==> src/ebs_pkg.sv <==
package ebs_pkg;

  localparam int ADDR_W = 24;
  localparam int DATA_W = 16;
  // address lines that qualify a store access (A0..A16)
  localparam int QUAL_ADDR_W = 17;

  // strobe low time in clock cycles at 20 MHz
  localparam int STROBE_NS     = 100;
  localparam int CLK_PERIOD_NS = 50;
  localparam int STROBE_CYCLES = (STROBE_NS + CLK_PERIOD_NS - 1) / CLK_PERIOD_NS;

  // port d bit positions shared with the select pins
  localparam int PUR_PROGRAM_SEL_BIT = 8;
  localparam int PUR_DATA_SEL_BIT    = 9;

  // reset values of pins
  localparam logic RST_STROBE_N = 1'b1;
  localparam logic RST_OE       = 1'b0;
  localparam logic RST_PULLUP   = 1'b1;

  // memory space of an access
  localparam logic SPACE_PROGRAM = 1'b0;
  localparam logic SPACE_DATA    = 1'b1;

  typedef enum logic [1:0] {
    ST_IDLE   = 2'b00,
    ST_SETUP  = 2'b01,
    ST_STROBE = 2'b10,
    ST_HOLD   = 2'b11
  } ebs_state_type;

  typedef struct packed {
    logic              write;
    logic              space;
    logic [ADDR_W-1:0] addr;
    logic [DATA_W-1:0] wdata;
  } ebs_req_type;

endpackage

==> src/ebs_strobe_unit.sv <==
`timescale 1ns/1ps
// Function
// - A write drives the store strobe low with the data pins as outputs carrying write data.
// - While the store strobe is low, address lines and both selects are valid and stable.
// - With the drive-keep bit clear, address and control outputs float while the bus is idle.
// - Chip select zero resets as program select and goes low for every program access.
// - Chip select one resets as data select and goes low for every data access.
// - Setting the system pull-up disable bit turns off the store strobe pull-up.
// - The program select pin doubles as port d bit eight; pull-up enable bit 8 controls it.
// - The data select pin doubles as port d bit nine; pull-up enable bit 9 controls it.
// - A read drives the fetch strobe low with the data pins as inputs.
module ebs_strobe_unit
  import ebs_pkg::*;
#(
  parameter int STROBE_LEN = STROBE_CYCLES
) (
  input  wire logic              sys_clk_i,
  input  wire logic              reset_i,
  input  wire logic              req_valid_i,
  input  wire ebs_req_type       req_i,
  output logic                   req_ready_o,
  output logic                   done_o,
  output logic [DATA_W-1:0]      rdata_o,
  input  wire logic              bus_drive_keep_i,
  input  wire logic              system_pullup_disable_reg_i,
  input  wire logic [DATA_W-1:0] port_d_pullup_enable_reg_i,
  input  wire logic [1:0]        port_d_gpio_en_i,
  input  wire logic [1:0]        port_d_dir_i,
  input  wire logic [1:0]        port_d_out_i,
  output logic [1:0]             port_d_in_o,
  output logic [ADDR_W-1:0]      addr_o,
  output logic                   addr_oe_o,
  output logic [DATA_W-1:0]      data_o,
  output logic                   data_oe_o,
  input  wire logic [DATA_W-1:0] data_i,
  output logic                   store_strobe_n_o,
  output logic                   fetch_strobe_n_o,
  output logic                   ctrl_oe_o,
  output logic                   store_pullup_o,
  output logic                   program_select_n_o,
  output logic                   program_select_oe_o,
  input  wire logic              program_select_n_i,
  output logic                   program_select_pullup_o,
  output logic                   data_select_n_o,
  output logic                   data_select_oe_o,
  input  wire logic              data_select_n_i,
  output logic                   data_select_pullup_o
);

  localparam logic [7:0] STROBE_LAST = 8'(STROBE_LEN - 1);

  ebs_state_type state;
  ebs_state_type next_state;
  logic [7:0]    cnt;
  ebs_req_type   cur;
  ebs_req_type   sel;
  logic          start;
  logic          active;
  logic          drive;
  logic          idle_float;
  logic          idle_next;

  assign start = (state == ST_IDLE) && req_valid_i;
  // request seen by the pin logic in the cycle it is taken
  assign sel        = (state == ST_IDLE) ? req_i : cur;
  assign active     = (next_state != ST_IDLE);
  assign drive      = active || bus_drive_keep_i;
  assign idle_next  = (next_state == ST_IDLE);
  assign idle_float = idle_next && !bus_drive_keep_i;

  always_comb begin
    next_state = state;
    unique case (state)
      ST_IDLE:   if (req_valid_i) next_state = ST_SETUP;
      ST_SETUP:  next_state = ST_STROBE;
      ST_STROBE: if (cnt == STROBE_LAST) next_state = ST_HOLD;
      ST_HOLD:   next_state = ST_IDLE;
    endcase
  end

  always_ff @(posedge sys_clk_i) begin
    if (reset_i) begin
      state <= ST_IDLE;
    end else begin
      state <= next_state;
    end
  end

  always_ff @(posedge sys_clk_i) begin
    if (reset_i) begin
      cnt <= 8'h00;
    end else if (state == ST_STROBE) begin
      cnt <= cnt + 8'h01;
    end else begin
      cnt <= 8'h00;
    end
  end

  always_ff @(posedge sys_clk_i) begin
    if (reset_i) begin
      cur <= '0;
    end else if (start) begin
      cur <= req_i;
    end
  end

  // handshake and read capture
  always_ff @(posedge sys_clk_i) begin
    if (reset_i) begin
      req_ready_o <= 1'b0;
      done_o      <= 1'b0;
      rdata_o     <= '0;
    end else begin
      req_ready_o <= idle_next;
      done_o      <= (state == ST_HOLD);
      // latched as the fetch strobe rises
      if (state == ST_STROBE && cnt == STROBE_LAST && !cur.write) begin
        rdata_o <= data_i;
      end
    end
  end

  // address, data and strobes
  always_ff @(posedge sys_clk_i) begin
    if (reset_i) begin
      addr_o           <= '0;
      addr_oe_o        <= RST_OE;
      data_o           <= '0;
      data_oe_o        <= RST_OE;
      ctrl_oe_o        <= RST_OE;
      store_strobe_n_o <= RST_STROBE_N;
      fetch_strobe_n_o <= RST_STROBE_N;
    end else begin
      if (active) begin
        addr_o <= sel.addr;
        data_o <= sel.wdata;
      end
      addr_oe_o        <= drive;
      ctrl_oe_o        <= drive;
      data_oe_o        <= active && sel.write;
      store_strobe_n_o <= !(next_state == ST_STROBE && sel.write);
      fetch_strobe_n_o <= !(next_state == ST_STROBE && !sel.write);
    end
  end

  // select pins with their port d alternate use
  always_ff @(posedge sys_clk_i) begin
    if (reset_i) begin
      program_select_n_o  <= RST_STROBE_N;
      program_select_oe_o <= RST_OE;
      data_select_n_o     <= RST_STROBE_N;
      data_select_oe_o    <= RST_OE;
      port_d_in_o         <= 2'h0;
    end else begin
      if (port_d_gpio_en_i[0]) begin
        program_select_n_o  <= port_d_out_i[0];
        program_select_oe_o <= port_d_dir_i[0];
      end else begin
        program_select_n_o  <= !(active && sel.space == SPACE_PROGRAM);
        program_select_oe_o <= drive;
      end
      if (port_d_gpio_en_i[1]) begin
        data_select_n_o  <= port_d_out_i[1];
        data_select_oe_o <= port_d_dir_i[1];
      end else begin
        data_select_n_o  <= !(active && sel.space == SPACE_DATA);
        data_select_oe_o <= drive;
      end
      port_d_in_o <= {data_select_n_i, program_select_n_i};
    end
  end

  // pull-up controls
  always_ff @(posedge sys_clk_i) begin
    if (reset_i) begin
      store_pullup_o          <= RST_PULLUP;
      program_select_pullup_o <= RST_PULLUP;
      data_select_pullup_o    <= RST_PULLUP;
    end else begin
      store_pullup_o          <= !system_pullup_disable_reg_i;
      program_select_pullup_o <= port_d_pullup_enable_reg_i[PUR_PROGRAM_SEL_BIT];
      data_select_pullup_o    <= port_d_pullup_enable_reg_i[PUR_DATA_SEL_BIT];
    end
  end

  a_write_data_out: assert property (
    @(posedge sys_clk_i) disable iff (reset_i)
    !store_strobe_n_o |-> data_oe_o && data_o == cur.wdata)
    else $error("store strobe low without write data driven");

  a_write_edge_data: assert property (
    @(posedge sys_clk_i) disable iff (reset_i)
    $rose(store_strobe_n_o) |-> data_oe_o && $stable(data_o))
    else $error("write data not held at store strobe rise");

  a_store_qualify: assert property (
    @(posedge sys_clk_i) disable iff (reset_i)
    !store_strobe_n_o && $past(!store_strobe_n_o) |->
      addr_oe_o && ctrl_oe_o && $stable(addr_o[QUAL_ADDR_W-1:0]))
    else $error("address not stable while store strobe low");

  a_idle_float: assert property (
    @(posedge sys_clk_i) disable iff (reset_i)
    $past(idle_float) |-> !addr_oe_o && !ctrl_oe_o)
    else $error("bus driven while idle with drive-keep clear");

  a_program_select: assert property (
    @(posedge sys_clk_i) disable iff (reset_i)
    (!store_strobe_n_o || !fetch_strobe_n_o) && cur.space == SPACE_PROGRAM
      && $past(!port_d_gpio_en_i[0]) |-> !program_select_n_o)
    else $error("program select not low during program access");

  a_data_select: assert property (
    @(posedge sys_clk_i) disable iff (reset_i)
    (!store_strobe_n_o || !fetch_strobe_n_o) && cur.space == SPACE_DATA
      && $past(!port_d_gpio_en_i[1]) |-> !data_select_n_o && program_select_oe_o == ctrl_oe_o)
    else $error("data select not low during data access");

  a_strobe_pullup: assert property (
    @(posedge sys_clk_i) disable iff (reset_i)
    system_pullup_disable_reg_i |=> !store_pullup_o)
    else $error("store strobe pull-up still on");

  a_port_d_eight: assert property (
    @(posedge sys_clk_i) disable iff (reset_i)
    port_d_gpio_en_i[0] |=> program_select_n_o == $past(port_d_out_i[0])
      && program_select_pullup_o == $past(port_d_pullup_enable_reg_i[PUR_PROGRAM_SEL_BIT]))
    else $error("port d bit eight not following gpio");

  a_port_d_nine: assert property (
    @(posedge sys_clk_i) disable iff (reset_i)
    port_d_gpio_en_i[1] |=> data_select_n_o == $past(port_d_out_i[1])
      && data_select_oe_o == $past(port_d_dir_i[1]))
    else $error("port d bit nine not following gpio");

  a_read_turnaround: assert property (
    @(posedge sys_clk_i) disable iff (reset_i)
    !fetch_strobe_n_o |-> !data_oe_o ##[1:8] done_o)
    else $error("read without released data bus or completion");

  a_strobe_exclusive: assert property (
    @(posedge sys_clk_i) disable iff (reset_i)
    !store_strobe_n_o |-> fetch_strobe_n_o)
    else $error("store and fetch strobes low together");

  a_strobe_idle_high: assert property (
    @(posedge sys_clk_i) disable iff (reset_i)
    $past(idle_next) |-> store_strobe_n_o && fetch_strobe_n_o)
    else $error("strobe low while idle");

endmodule

==> config.mk <==
export PLATFORM = sky130hd
export DESIGN_NAME = ebs_strobe_unit
export DESIGN_NICKNAME = d
export VERILOG_FILES = /design/src/ebs_pkg.sv /design/src/ebs_strobe_unit.sv
export SDC_FILE = /design/constraint.sdc
export NUM_CORES = 1
export LEC_CHECK = 0
export BUFFER_PORTS_ARGS = -buffer_cell sky130_fd_sc_hd__buf_2
export CAP_MARGIN = 15
export CORE_ASPECT_RATIO = 0.5
export CORE_MARGIN = 10
export CORE_UTILIZATION = 54
export CTS_CLUSTER_DIAMETER = 120
export DETAILED_ROUTE_END_ITERATION = 10
export PLACE_DENSITY = 0.86
export SLEW_MARGIN = 20
export SYNTH_ARGS = -nofsm -noshare
export SYNTH_HDL_FRONTEND = slang
export SYNTH_SLANG_ARGS = --single-unit
export TNS_END_PERCENT = 5
==> constraint.sdc <==
create_clock -name sys_clk_i -period 3.1 [get_ports sys_clk_i]
set_input_delay 0.62 -clock sys_clk_i [delete_from_list [all_inputs] [get_ports sys_clk_i]]
set_output_delay 0.62 -clock sys_clk_i [all_outputs]
set_load 0.005 [all_outputs]
Word level (Yosys, flattened, before mapping)

Index checks and enable logic that the tools add are counted.

Eq/ne operators: 5
Bitwise gates (word level): 2
$add $sub $neg: 1
Reductions and logical operators: 20
Mux-type cells: 8

Operator list:

| operator              | count |
|---|---|
| $mux W42              | 1 |
| $add A8 B1 Y8 const B | 1 |
| $eq A8 B1 Y1 const B  | 1 |
| $logic_and A1 B1 Y1   | 8 |
| $pmux W2 S4           | 1 |
| $logic_not A1 Y1      | 7 |
| $eq A2 B2 Y1 const B  | 3 |
| $logic_not A2 Y1      | 2 |
| $mux W1               | 4 |
| $mux W2               | 2 |
| $eq A2 B1 Y1 const B  | 1 |
| $not A1 Y1            | 2 |
| $reduce_bool A2 Y1    | 1 |
| $reduce_or A2 Y1      | 1 |
| $logic_or A1 B1 Y1    | 1 |

Output and inout port bits: 72
Bits of input ports: 87
Register bits after elaboration: 123

Depth between registers and ports, before layout

Gate-level depths: netlist of the first run.

Depth in word-level cells: 7
Mapped depth: 9
Gate-level depth less buffers: 6

Worst setup path after synthesis of the first run

OpenSTA, ideal clock, no wires.

Path type: register to register
From: register state[0]
To: register rdata_o[10]
Required time: 2.972 ns
Cell stages (with the launch flop): 8
Path buffers: 1
Library setup time: 0.128 ns
Arrival time: 1.839 ns
Period minus slack after synthesis: 1.967 ns
Path slack: 1.133 ns
Cells stage by stage: dfxtp_1 > inv_1 > ha_1 > or4b_4 > nor3_4 > buf_6 > mux2i_1 > nor2_1

Cells in the longest elaborated chain, start to end: 3

Ends and longest elaborated chain:

| item                              | RTL line               | source |
|---|---|---|
| start, declared                   | ebs_strobe_unit.sv:52  | `ebs_state_type state;` |
| start signal, assigned            | ebs_strobe_unit.sv:85  | `state <= next_state;` |
| $eq A2 B2 Y1                      | ebs_strobe_unit.sv:117 | `if (state == ST_STROBE && cnt == STROBE_LAST && !cur.write) begin` |
| $logic_and A1 B1 Y1 (2 in series) | ebs_strobe_unit.sv:117 |  |
| end signal, assigned              | ebs_strobe_unit.sv:118 | `rdata_o <= data_i;` |
| end, declared                     | ebs_strobe_unit.sv:23  | `output logic [DATA_W-1:0] rdata_o,` |

No other way between the ends.
A chain may end at the register's enable or synchronous reset.

Final worst setup path of the first run

From: register state[0]
To: register data_o[8]

Cells in the longest elaborated chain, start to end: 3
Elaborated cells between the ends (all ways): 9
Those cells by class: eq/ne (3); mux (4); reduce/logical (2)

Ends and longest elaborated chain:

| item                                       | RTL line               | source |
|---|---|---|
| $eq A2 B2 Y1, or another cell as far along | ebs_strobe_unit.sv:73  | `unique case (state)` |
| $pmux W2 S4                                | ebs_strobe_unit.sv:73  |  |
| $reduce_bool A2 Y1                         | ebs_strobe_unit.sv:66  | `assign active = (next_state != ST_IDLE);` |
| end signal, assigned                       | ebs_strobe_unit.sv:136 | `data_o <= sel.wdata;` |
| end, declared                              | ebs_strobe_unit.sv:33  | `output logic [DATA_W-1:0] data_o,` |

Parallel ways exist; a longest one is shown, timed or not.

==> results of run 1 <==
[flip-flops by register name (all words and copies together) (netlist names), 2 cells and up]
name,flops
state,2
data_o,16
cur,42
port_d_in_o,2
addr_o,24
cnt,8
rdata_o,16
[cell families (layout without fill, tap and decap cells)]
family	count (synthesis)	after routing	share of synthesized area [%]
and+or+nand+nor	187	187	17.8
DFF	123	123	51.6
AOI/OAI and AO/OA	87	87	11.4
muxes	58	58	12.2
buffers and inverters	48	192	4.69
xor gates and xnor gates	6	6	1.10
adders and majority gates	5	5	1.31
[routing by layer]
metal	share of wire, %	track usage, %	vias to the layer above	wire [um]
met5	0	0	-	0
met4	1.7	7.31	0	213
met3	6.2	5.59	17	767
met2	50	30.3	141	6180
met1	42	21.2	1967	5240
li1	-	-	2042	-
[Yosys cell counts (3+ instances only)]
cell / count
a211oi_1: 40
a21oi_1: 43
buf_4: 9
clkbuf_1: 31
dfxtp_1: 123
ha_1: 5
inv_1: 5
mux2i_1: 58
nand2_1: 87
nand2b_1: 3
nand3_1: 4
nor2_1: 32
nor2b_1: 4
nor3_1: 43
nor3b_1: 3
xor2_1: 4
[where the power goes]
group	total [W]	switching, W	internal [W]
logic	0.00105	0.000606	0.000444
registers	0.00192	0.000112	0.00181
clock network	0.00187	0.000654	0.00122
total	0.00484	0.00137	0.00347
[metrics by stage]
| stage | std cells | setup WS, ns | total power (W) | cell area [sq um] |
|---|---|---|---|---|
| after floorplan | 514 | 1.13 | 0.00261 | 4780 |
| after global placement | 743 | 0.807 | 0.00295 | 5530 |
| after detailed placement | 743 | 0.760 | 0.00299 | 5530 |
| after CTS | 775 | 0.742 | 0.00487 | 6090 |
| after global routing | 775 | 0.607 | 0.00506 | 6090 |
| final | 775 | 0.721 | 0.00484 | 6090 |
[worst max-delay path by stage]
stage              from          end  slack [ns]  cells after the start
2_1_floorplan  state[0]  rdata_o[10]        1.13                      7
4_1_cts        state[0]   addr_o[17]        0.74                      8
3_3_place_gp   state[0]    addr_o[5]        0.81                      8
5_1_grt        state[0]   addr_o[17]        0.61                      7
3_5_place_dp   state[0]   data_o[13]        0.76                      8
6_report       state[0]    data_o[8]        0.72                      8
[critical path, delay by kind of cell (launching register included)]
family | cells | cell delay (ns)
compound gates | 1 | 0.13
fa+ha+maj | 1 | 0.20
buf+inv | 3 | 0.69
flops | 1 | 0.32
simple gates | 3 | 0.89
[final cells by class]
class	instances	area, sq um	area share [%]
multi-input combinational	343	2090	34.4
clock buffer	24	472	7.75
inverter	5	18.8	0.308
clock inverter	8	92.6	1.52
timing repair buffer	155	806	13.2
sequential	123	2460	40.4
tap	117	146	2.40
==> results.cfg, run 1 <==
[clock_tree]
cts_resized = 0
htreeDepth = 4
numCtsBuffers = 17
cts_setup_buffers = 0
cts_max_path_buffers = 2
cts.sinks = 123
cts_tree = yes
cts_hold_buf = 0
clkLatencyLatePin_ns = 0.41
cts.clk_slew.worst_paths_ns = 0.05
root_buffer = clkbuf_16

[place]
placement.io_buffers = 144
gp_congestion = 0.773
hpwl_um = 8280

[final_layout]
area_growth_pct = 27.5
final_core_util_pct = 70.4
nets = 737
final_common_cell = buf_2
drive_gt1_share_pct = 28.6
mostFrequentLayoutCells = buf_2, dfxtp_1, nand2_1, mux2i_1
nFillCells = 669
diodes = 0

[die]
coreArea_sq_um = 8650
fp.dieW_um = 153
die_h_um = 86.5
placementRows = 24
start_util_pct = 55.2
die_area_sq_um = 13200
ios = 159

[sta]
slew_viol_final = 0
min_period_over_period_pct = 76.7
fin_setup_tns_ns = 0
rsz0062_at_grt = no
hold_viol = 0
timing.hold.ws_ns = 0.381
finalCriticalPeriod_ns = 2.38
slew_headroom_pct = 43.0
worstMarginPinSlew_ns = 0.855
setup_viol_count_final = 0
fin_worst_skew_ns = 0.0135
clock.fmax_mhz = 420

[worst_setup_path]
crit_chain = inv_1 -> ha_1 -> or4b_4 -> nor3_4 -> buf_4 -> or2_1 -> buf_4 -> a211oi_1
crit_fanout = 25
crit_slowest_cell = or4b_4
reg2reg_slack_ns = 0.72
cp.arrival_ns = 2.62
r2r_start = state[0]
critical_path.most_common_cell = buf_4
r2r_cells = 8
criticalPathCategory = reg2reg
cp_slowest_stage_delay_ns = 0.52
r2r_end = data_o[8]
required_ns = 3.34
start_kind = flip-flop
endpoint_kind = flip-flop

[grt]
overflow = 0
antenna_found_initial = 0
grt_pass1_vias = 3954
grt_usage_pct = 18.0
grt_pass1_wl_um = 19700
grt_max_degree = 88

[yosys]
synth_edf_count = 0
yosysWarnings = 0
async_flop_share_pct = 0
synth_top_area_share_pct = 51.6
syn_nets = 606
syn_avg_cell_area_sq_um = 9.29
ys_types = 30
netlist_area_sq_um = 4780
seq_area_frac_synth_pct = 51.6
synth_top_area_cell = dfxtp_1
syn_inst = 514
ys_ff_latch = 123
ys.flop_type = dfxtp_1
synth_area_leaders = dfxtp_1, mux2i_1, nand2_1, a211oi_1, a21oi_1

[drt]
firstDrtPassIters = 6
antenna_left = 0
drc = 0
viasPerCell = 5.38
wl_per_cell_um = 16.0
routed_wl_um = 12400
drtIter0Drc = 246
num_vias = 4167

[pwr]
p_leak_nw = 2.78
cellPowerDensity_nw_per_um2 = 795
peakVddDrop_v = 0.000448

[hold_path]
hold_depth = 2
hp-class = in2reg
holdCritStartpoint = system_pullup_disable_reg_i
hold_end = store_pullup_o

[status]
status = completed

[job]
maxCapViolCount = 0
Note: power is estimated with default switching activity, not from simulation.
==> inputs of run 2 (changes only) <==
--- a/config.mk
+++ b/config.mk
@@ -9,10 +9,10 @@
 export CAP_MARGIN = 15
 export CORE_ASPECT_RATIO = 0.5
 export CORE_MARGIN = 10
-export CORE_UTILIZATION = 54
+export CORE_UTILIZATION = 50
 export CTS_CLUSTER_DIAMETER = 120
 export DETAILED_ROUTE_END_ITERATION = 10
-export PLACE_DENSITY = 0.86
+export PLACE_DENSITY = 0.8
 export SLEW_MARGIN = 20
 export SYNTH_ARGS = -nofsm -noshare
 export SYNTH_HDL_FRONTEND = slang
==> constraint.sdc (replaced) <==
create_clock -name sys_clk_i -period 2.5 [get_ports sys_clk_i]
set_input_delay 0.5 -clock sys_clk_i [delete_from_list [all_inputs] [get_ports sys_clk_i]]
set_output_delay 0.5 -clock sys_clk_i [all_outputs]
set_load 0.005 [all_outputs]
==> results.cfg, run 2 (synthesis results as in run 1) <==
[pwr]
p_sw_share_pct = 28.4
power_w = 0.00612
internal_power_w = 0.00438
seq_power_share_pct = 38.7
switching_power_w = 0.00174
peakVddDrop_v = 0.000606
cellPowerDensity_nw_per_um2 = 991
comb_power_share_pct = 21.8
clkPwrFrac_pct = 39.5
p_leak_nw = 2.80

[worst_setup_path]
start_kind = flip-flop
r2r_start = state[0]
crit_family = simple AND/OR/NAND/NOR gates
setup.worst_path.end = data_o[11]
r2r_cells = 7
crit_chain = inv_1 -> ha_1 -> or4b_4 -> nor3_4 -> buf_4 -> nor3_1 -> a211oi_1
endpoint_kind = flip-flop
critPathLaunch = state[0]
crit_buf_inv = 2
cp_slowest_stage_delay_ns = 0.52
crit_fanout = 21
r2r_end = data_o[11]
reg2reg_slack_ns = 0.30
required_ns = 2.81
cp.arrival_ns = 2.52
crit_slowest_cell = or4b_4
path_depth = 7
criticalPathCategory = reg2reg

[drt]
dr_wl_met3_um = 900
drc = 0
routed_wl_um = 12500
antenna_left = 0
firstDrtPassIters = 5
drtIter0Drc = 250
viasPerCell = 5.22
top_layer_used = met4
wl_met1_um = 5180
num_vias = 4070
wl_per_cell_um = 16.1
dr_wl_met2_um = 6270

[job]
maxCapViolCount = 0

[status]
status = completed

[clock_tree]
cts_max_path_buffers = 2
cts.clk_slew.worst_paths_ns = 0.06
htreeDepth = 4
cts_hold_buf = 0
numCtsBuffers = 17
clkLatencyLatePin_ns = 0.40
cts_tree = yes
cts_resized = 0
cts.sinks = 123
cts_setup_buffers = 0
root_buffer = clkbuf_16

[final_layout]
final_core_util_pct = 65.8
largest_reg_flops = 42
largestRegisters = cur: 42 flops, addr_o: 24 flops
top_register = cur
final_common_cell = buf_2
drive_gt1_share_pct = 29.6
mostFrequentLayoutCells = buf_2, dfxtp_1, nand2_1, mux2i_1
area_growth_pct = 29.3
nets = 738
diodes = 0
final_cells = 780

[sta]
fin_worst_skew_ns = 0.00877
slew_viol_final = 0
fin_setup_tns_ns = 0
rsz0062_at_grt = no
slew_headroom_pct = 57.6
finalCriticalPeriod_ns = 2.20
hold_viol = 0
worstMarginPinSlew_ns = 0.637
setup_viol_count_final = 0
min_period_over_period_pct = 88.2
clock.fmax_mhz = 454

[grt]
antenna_found_initial = 0
grt_pass1_wl_um = 19700
grt_max_degree = 66
grt_pass1_vias = 4085
grt_usage_pct = 17.4
overflow = 0

[die]
die_area_sq_um = 14100
die_h_um = 89.1
coreArea_sq_um = 9380
ios = 159
placementRows = 25
start_util_pct = 50.9
fp.dieW_um = 158

[hold_path]
hp-class = in2reg

[place]
placement.io_buffers = 144
gp_congestion = 0.738
dp.cells = 748
hpwl_um = 8380
==> run 2: cell count changes in the layout (fill, tap and decap cells not counted) <==
cell        previous run  this run
and2_2                 0         1
buf_4                 12        10
clkinvlp_4             1         5
and2_1                 1         0
buf_12                 0         3
clkbuf_8               2         4
clkbuf_1               5         0
clkinv_2               5         4
==> run 2: how the worst min path moves through the flow <==
stage                     depth (start not counted)                   startpoint  slack (ns)        endpoint
after floorplan                                   1                       cnt[0]        0.43          cnt[0]
after global placement                            2                      cur[34]        0.44         cur[34]
after detailed placement                          2                      cur[33]        0.45         cur[33]
after CTS                                         2  system_pullup_disable_reg_i        0.26  store_pullup_o
after global routing                              2  system_pullup_disable_reg_i        0.27  store_pullup_o
final                                             2  system_pullup_disable_reg_i        0.27  store_pullup_o
==> run 2: routing by layer <==
layer	vias up	global-route usage (%)
met5	-	0
met4	0	8.44
met3	15	4.42
met2	126	30.4
met1	1896	19.9
li1	2033	-
==> run 2: worst reg2reg max path, cell delays in order (launching register included) <==
cell and delay [ns]:
dfxtp_1 0.31, inv_1 0.09, ha_1 0.21, or4b_4 0.52
nor3_4 0.32, buf_4 0.34, nor3_1 0.11, a211oi_1 0.23
==> run 2: final cells by class <==
type	instances	area, sq um
clock buffer	21	480
clock inverter	11	118
fill	798	3210
inverter	5	18.8
multi-input combinational	343	2090
sequential	123	2460
tap	121	151
timing repair buffer	156	851
==> run 2: power groups by stage <==
stage          registers (W)  logic (W)  clock network (W)
2_1_floorplan        0.00242   0.000821                  0
3_3_place_gp         0.00239    0.00131                  0
3_5_place_dp         0.00241    0.00135                  0
4_1_cts              0.00237    0.00135            0.00246
5_1_grt              0.00240    0.00147            0.00256
6_report             0.00237    0.00134            0.00242
==> run 2: through the flow <==
| stage | hold slack, ns | cell area, sq um | setup slack [ns] |
|---|---|---|---|
| 5_1_grt | 0.266 | 6170 | 0.186 |
| 6_report | 0.273 | 6170 | 0.296 |
| 4_1_cts | 0.259 | 6170 | 0.289 |
| 2_1_floorplan | 0.430 | 4780 | 0.533 |
| 3_3_place_gp | 0.441 | 5580 | 0.411 |
| 3_5_place_dp | 0.446 | 5580 | 0.300 |
==> inputs of run 3 (changes only) <==
--- a/config.mk
+++ b/config.mk
@@ -9,10 +9,11 @@
 export CAP_MARGIN = 15
 export CORE_ASPECT_RATIO = 0.5
 export CORE_MARGIN = 10
-export CORE_UTILIZATION = 50
+export CORE_UTILIZATION = 52
+export CTS_BUF_LIST = sky130_fd_sc_hd__clkbuf_4
 export CTS_CLUSTER_DIAMETER = 120
 export DETAILED_ROUTE_END_ITERATION = 10
-export PLACE_DENSITY = 0.8
+export PLACE_DENSITY = 0.83
 export SLEW_MARGIN = 20
 export SYNTH_ARGS = -nofsm -noshare
 export SYNTH_HDL_FRONTEND = slang
==> results.cfg, run 3 (synthesis results as in run 1) <==
[sta]
slew_viol_final = 0
fin_worst_skew_ns = 0.0190
worstMarginPinSlew_ns = 0.598
slew_headroom_pct = 60.1
fin_setup_tns_ns = 0
finalCriticalPeriod_ns = 2.13
setup_viol_count_final = 0
hold_viol = 0
min_period_over_period_pct = 85.2
rsz0062_at_grt = no
clock.fmax_mhz = 469

[final_layout]
drive_gt1_share_pct = 29.3
nets = 737
largest_reg_flops = 42
final_cells = 775
final_common_cell = buf_2
largestRegisters = cur: 42 flops, addr_o: 24 flops
mostFrequentLayoutCells = buf_2, dfxtp_1, nand2_1, mux2i_1
area_growth_pct = 22.0
finish.instance_area_sq_um = 5820
top_register = cur
diodes = 0

[worst_setup_path]
cp_slowest_stage_delay_ns = 0.52
critPathLaunch = state[0]
start_kind = flip-flop
crit_slowest_cell = or4b_4
crit_fanout = 20
r2r_start = state[0]
required_ns = 2.93
cp.arrival_ns = 2.56
crit_chain = inv_1 -> ha_1 -> or4b_4 -> nor3_4 -> buf_4 -> nor3_1 -> a211oi_1
endpoint_kind = flip-flop
criticalPathCategory = reg2reg
r2r_cells = 7

[hold_path]
holdCritStartpoint = system_pullup_disable_reg_i
hold_depth = 2
hp-class = in2reg

[clock_tree]
htreeDepth = 4
cts_tree = yes
numCtsBuffers = 17
cts_hold_buf = 0
cts.sinks = 123
cts_resized = 0
root_buffer = clkbuf_4
cts_setup_buffers = 0
cts.clk_slew.worst_paths_ns = 0.10
clkLatencyLatePin_ns = 0.52
cts_max_path_buffers = 2

[drt]
drc = 0
routed_wl_um = 12400
firstDrtPassIters = 4
antenna_left = 0
viasPerCell = 5.24
wl_per_cell_um = 16.0
num_vias = 4060
drtIter0Drc = 232

[die]
coreArea_sq_um = 8830
start_util_pct = 54.1
die_h_um = 87.8
fp.dieW_um = 156
placementRows = 24
ios = 159
die_area_sq_um = 13700

[grt]
grt_pass1_wl_um = 19600
overflow = 0
grt_usage_pct = 17.6
antenna_found_initial = 0
grt_max_degree = 61
grt_pass1_vias = 3877

[pwr]
peakVddDrop_v = 0.000397
comb_power_share_pct = 26.4
switching_power_w = 0.00158
clkPwrFrac_pct = 26.4
internal_power_w = 0.00342
cellPowerDensity_nw_per_um2 = 858
p_leak_nw = 2.67
p_sw_share_pct = 31.5
seq_power_share_pct = 47.2

[place]
dp.cells = 743
gp_congestion = 0.773
placement.io_buffers = 144
dpl-instance-area_sq_um = 5560
hpwl_um = 8570

[job]
maxCapViolCount = 0

[status]
status = completed
==> run 3: metrics by stage <==
step / setup WS, ns / hold WS [ns] / power, W / utilization (%)
after floorplan: 0.533 / 0.430 / 0.00324 / -
after global placement: 0.478 / 0.440 / 0.00369 / 63.0
after detailed placement: 0.393 / 0.446 / 0.00374 / 63.0
after CTS: 0.375 / 0.0970 / 0.00505 / 66.0
after global routing: 0.204 / 0.108 / 0.00529 / 66.0
final: 0.370 / 0.142 / 0.00500 / 66.0
==> run 3: layout make-up <==
type	count	area (sq um)
clock buffer	21	158
clock inverter	11	103
fill	744	3000
inverter	5	18.8
multi-input combinational	343	2090
sequential	123	2460
tap	117	146
timing repair buffer	155	843
==> run 3: worst max-delay path, delay by kind of cell (launching register included) <==
kind / cells / cell delay [ns]
AND/OR/NAND/NOR: 3 / 0.86
buffers and inverters: 2 / 0.40
flip-flops: 1 / 0.34
AO/OA/AOI/OAI: 1 / 0.24
adder cells (fa/ha/maj): 1 / 0.20
==> run 3: worst paths after layout <==
path,to,slack [ns]
setup / recovery,addr_o[2],0.37
hold / removal,store_pullup_o,0.14
setup reg to reg,addr_o[2],0.37
hold reg to reg,cur[4],0.46
==> run 3: power by group through the flow <==
stage | registers [W] | logic, W | clock network, W
floorplan | 0.00242 | 0.000821 | 0
global placement | 0.00239 | 0.00130 | 0
detailed placement | 0.00241 | 0.00133 | 0
CTS | 0.00236 | 0.00134 | 0.00135
global route | 0.00239 | 0.00146 | 0.00144
finish | 0.00236 | 0.00132 | 0.00132
==> run 3: per-layer routing <==
metal | track usage [%] | share of wire [%] | vias to the layer above
li1 | - | - | 2039
met1 | 20.8 | 44 | 1883
met2 | 30.1 | 48 | 116
met3 | 4.40 | 5.9 | 22
met4 | 8.36 | 1.9 | 0
met5 | 0 | 0 | -
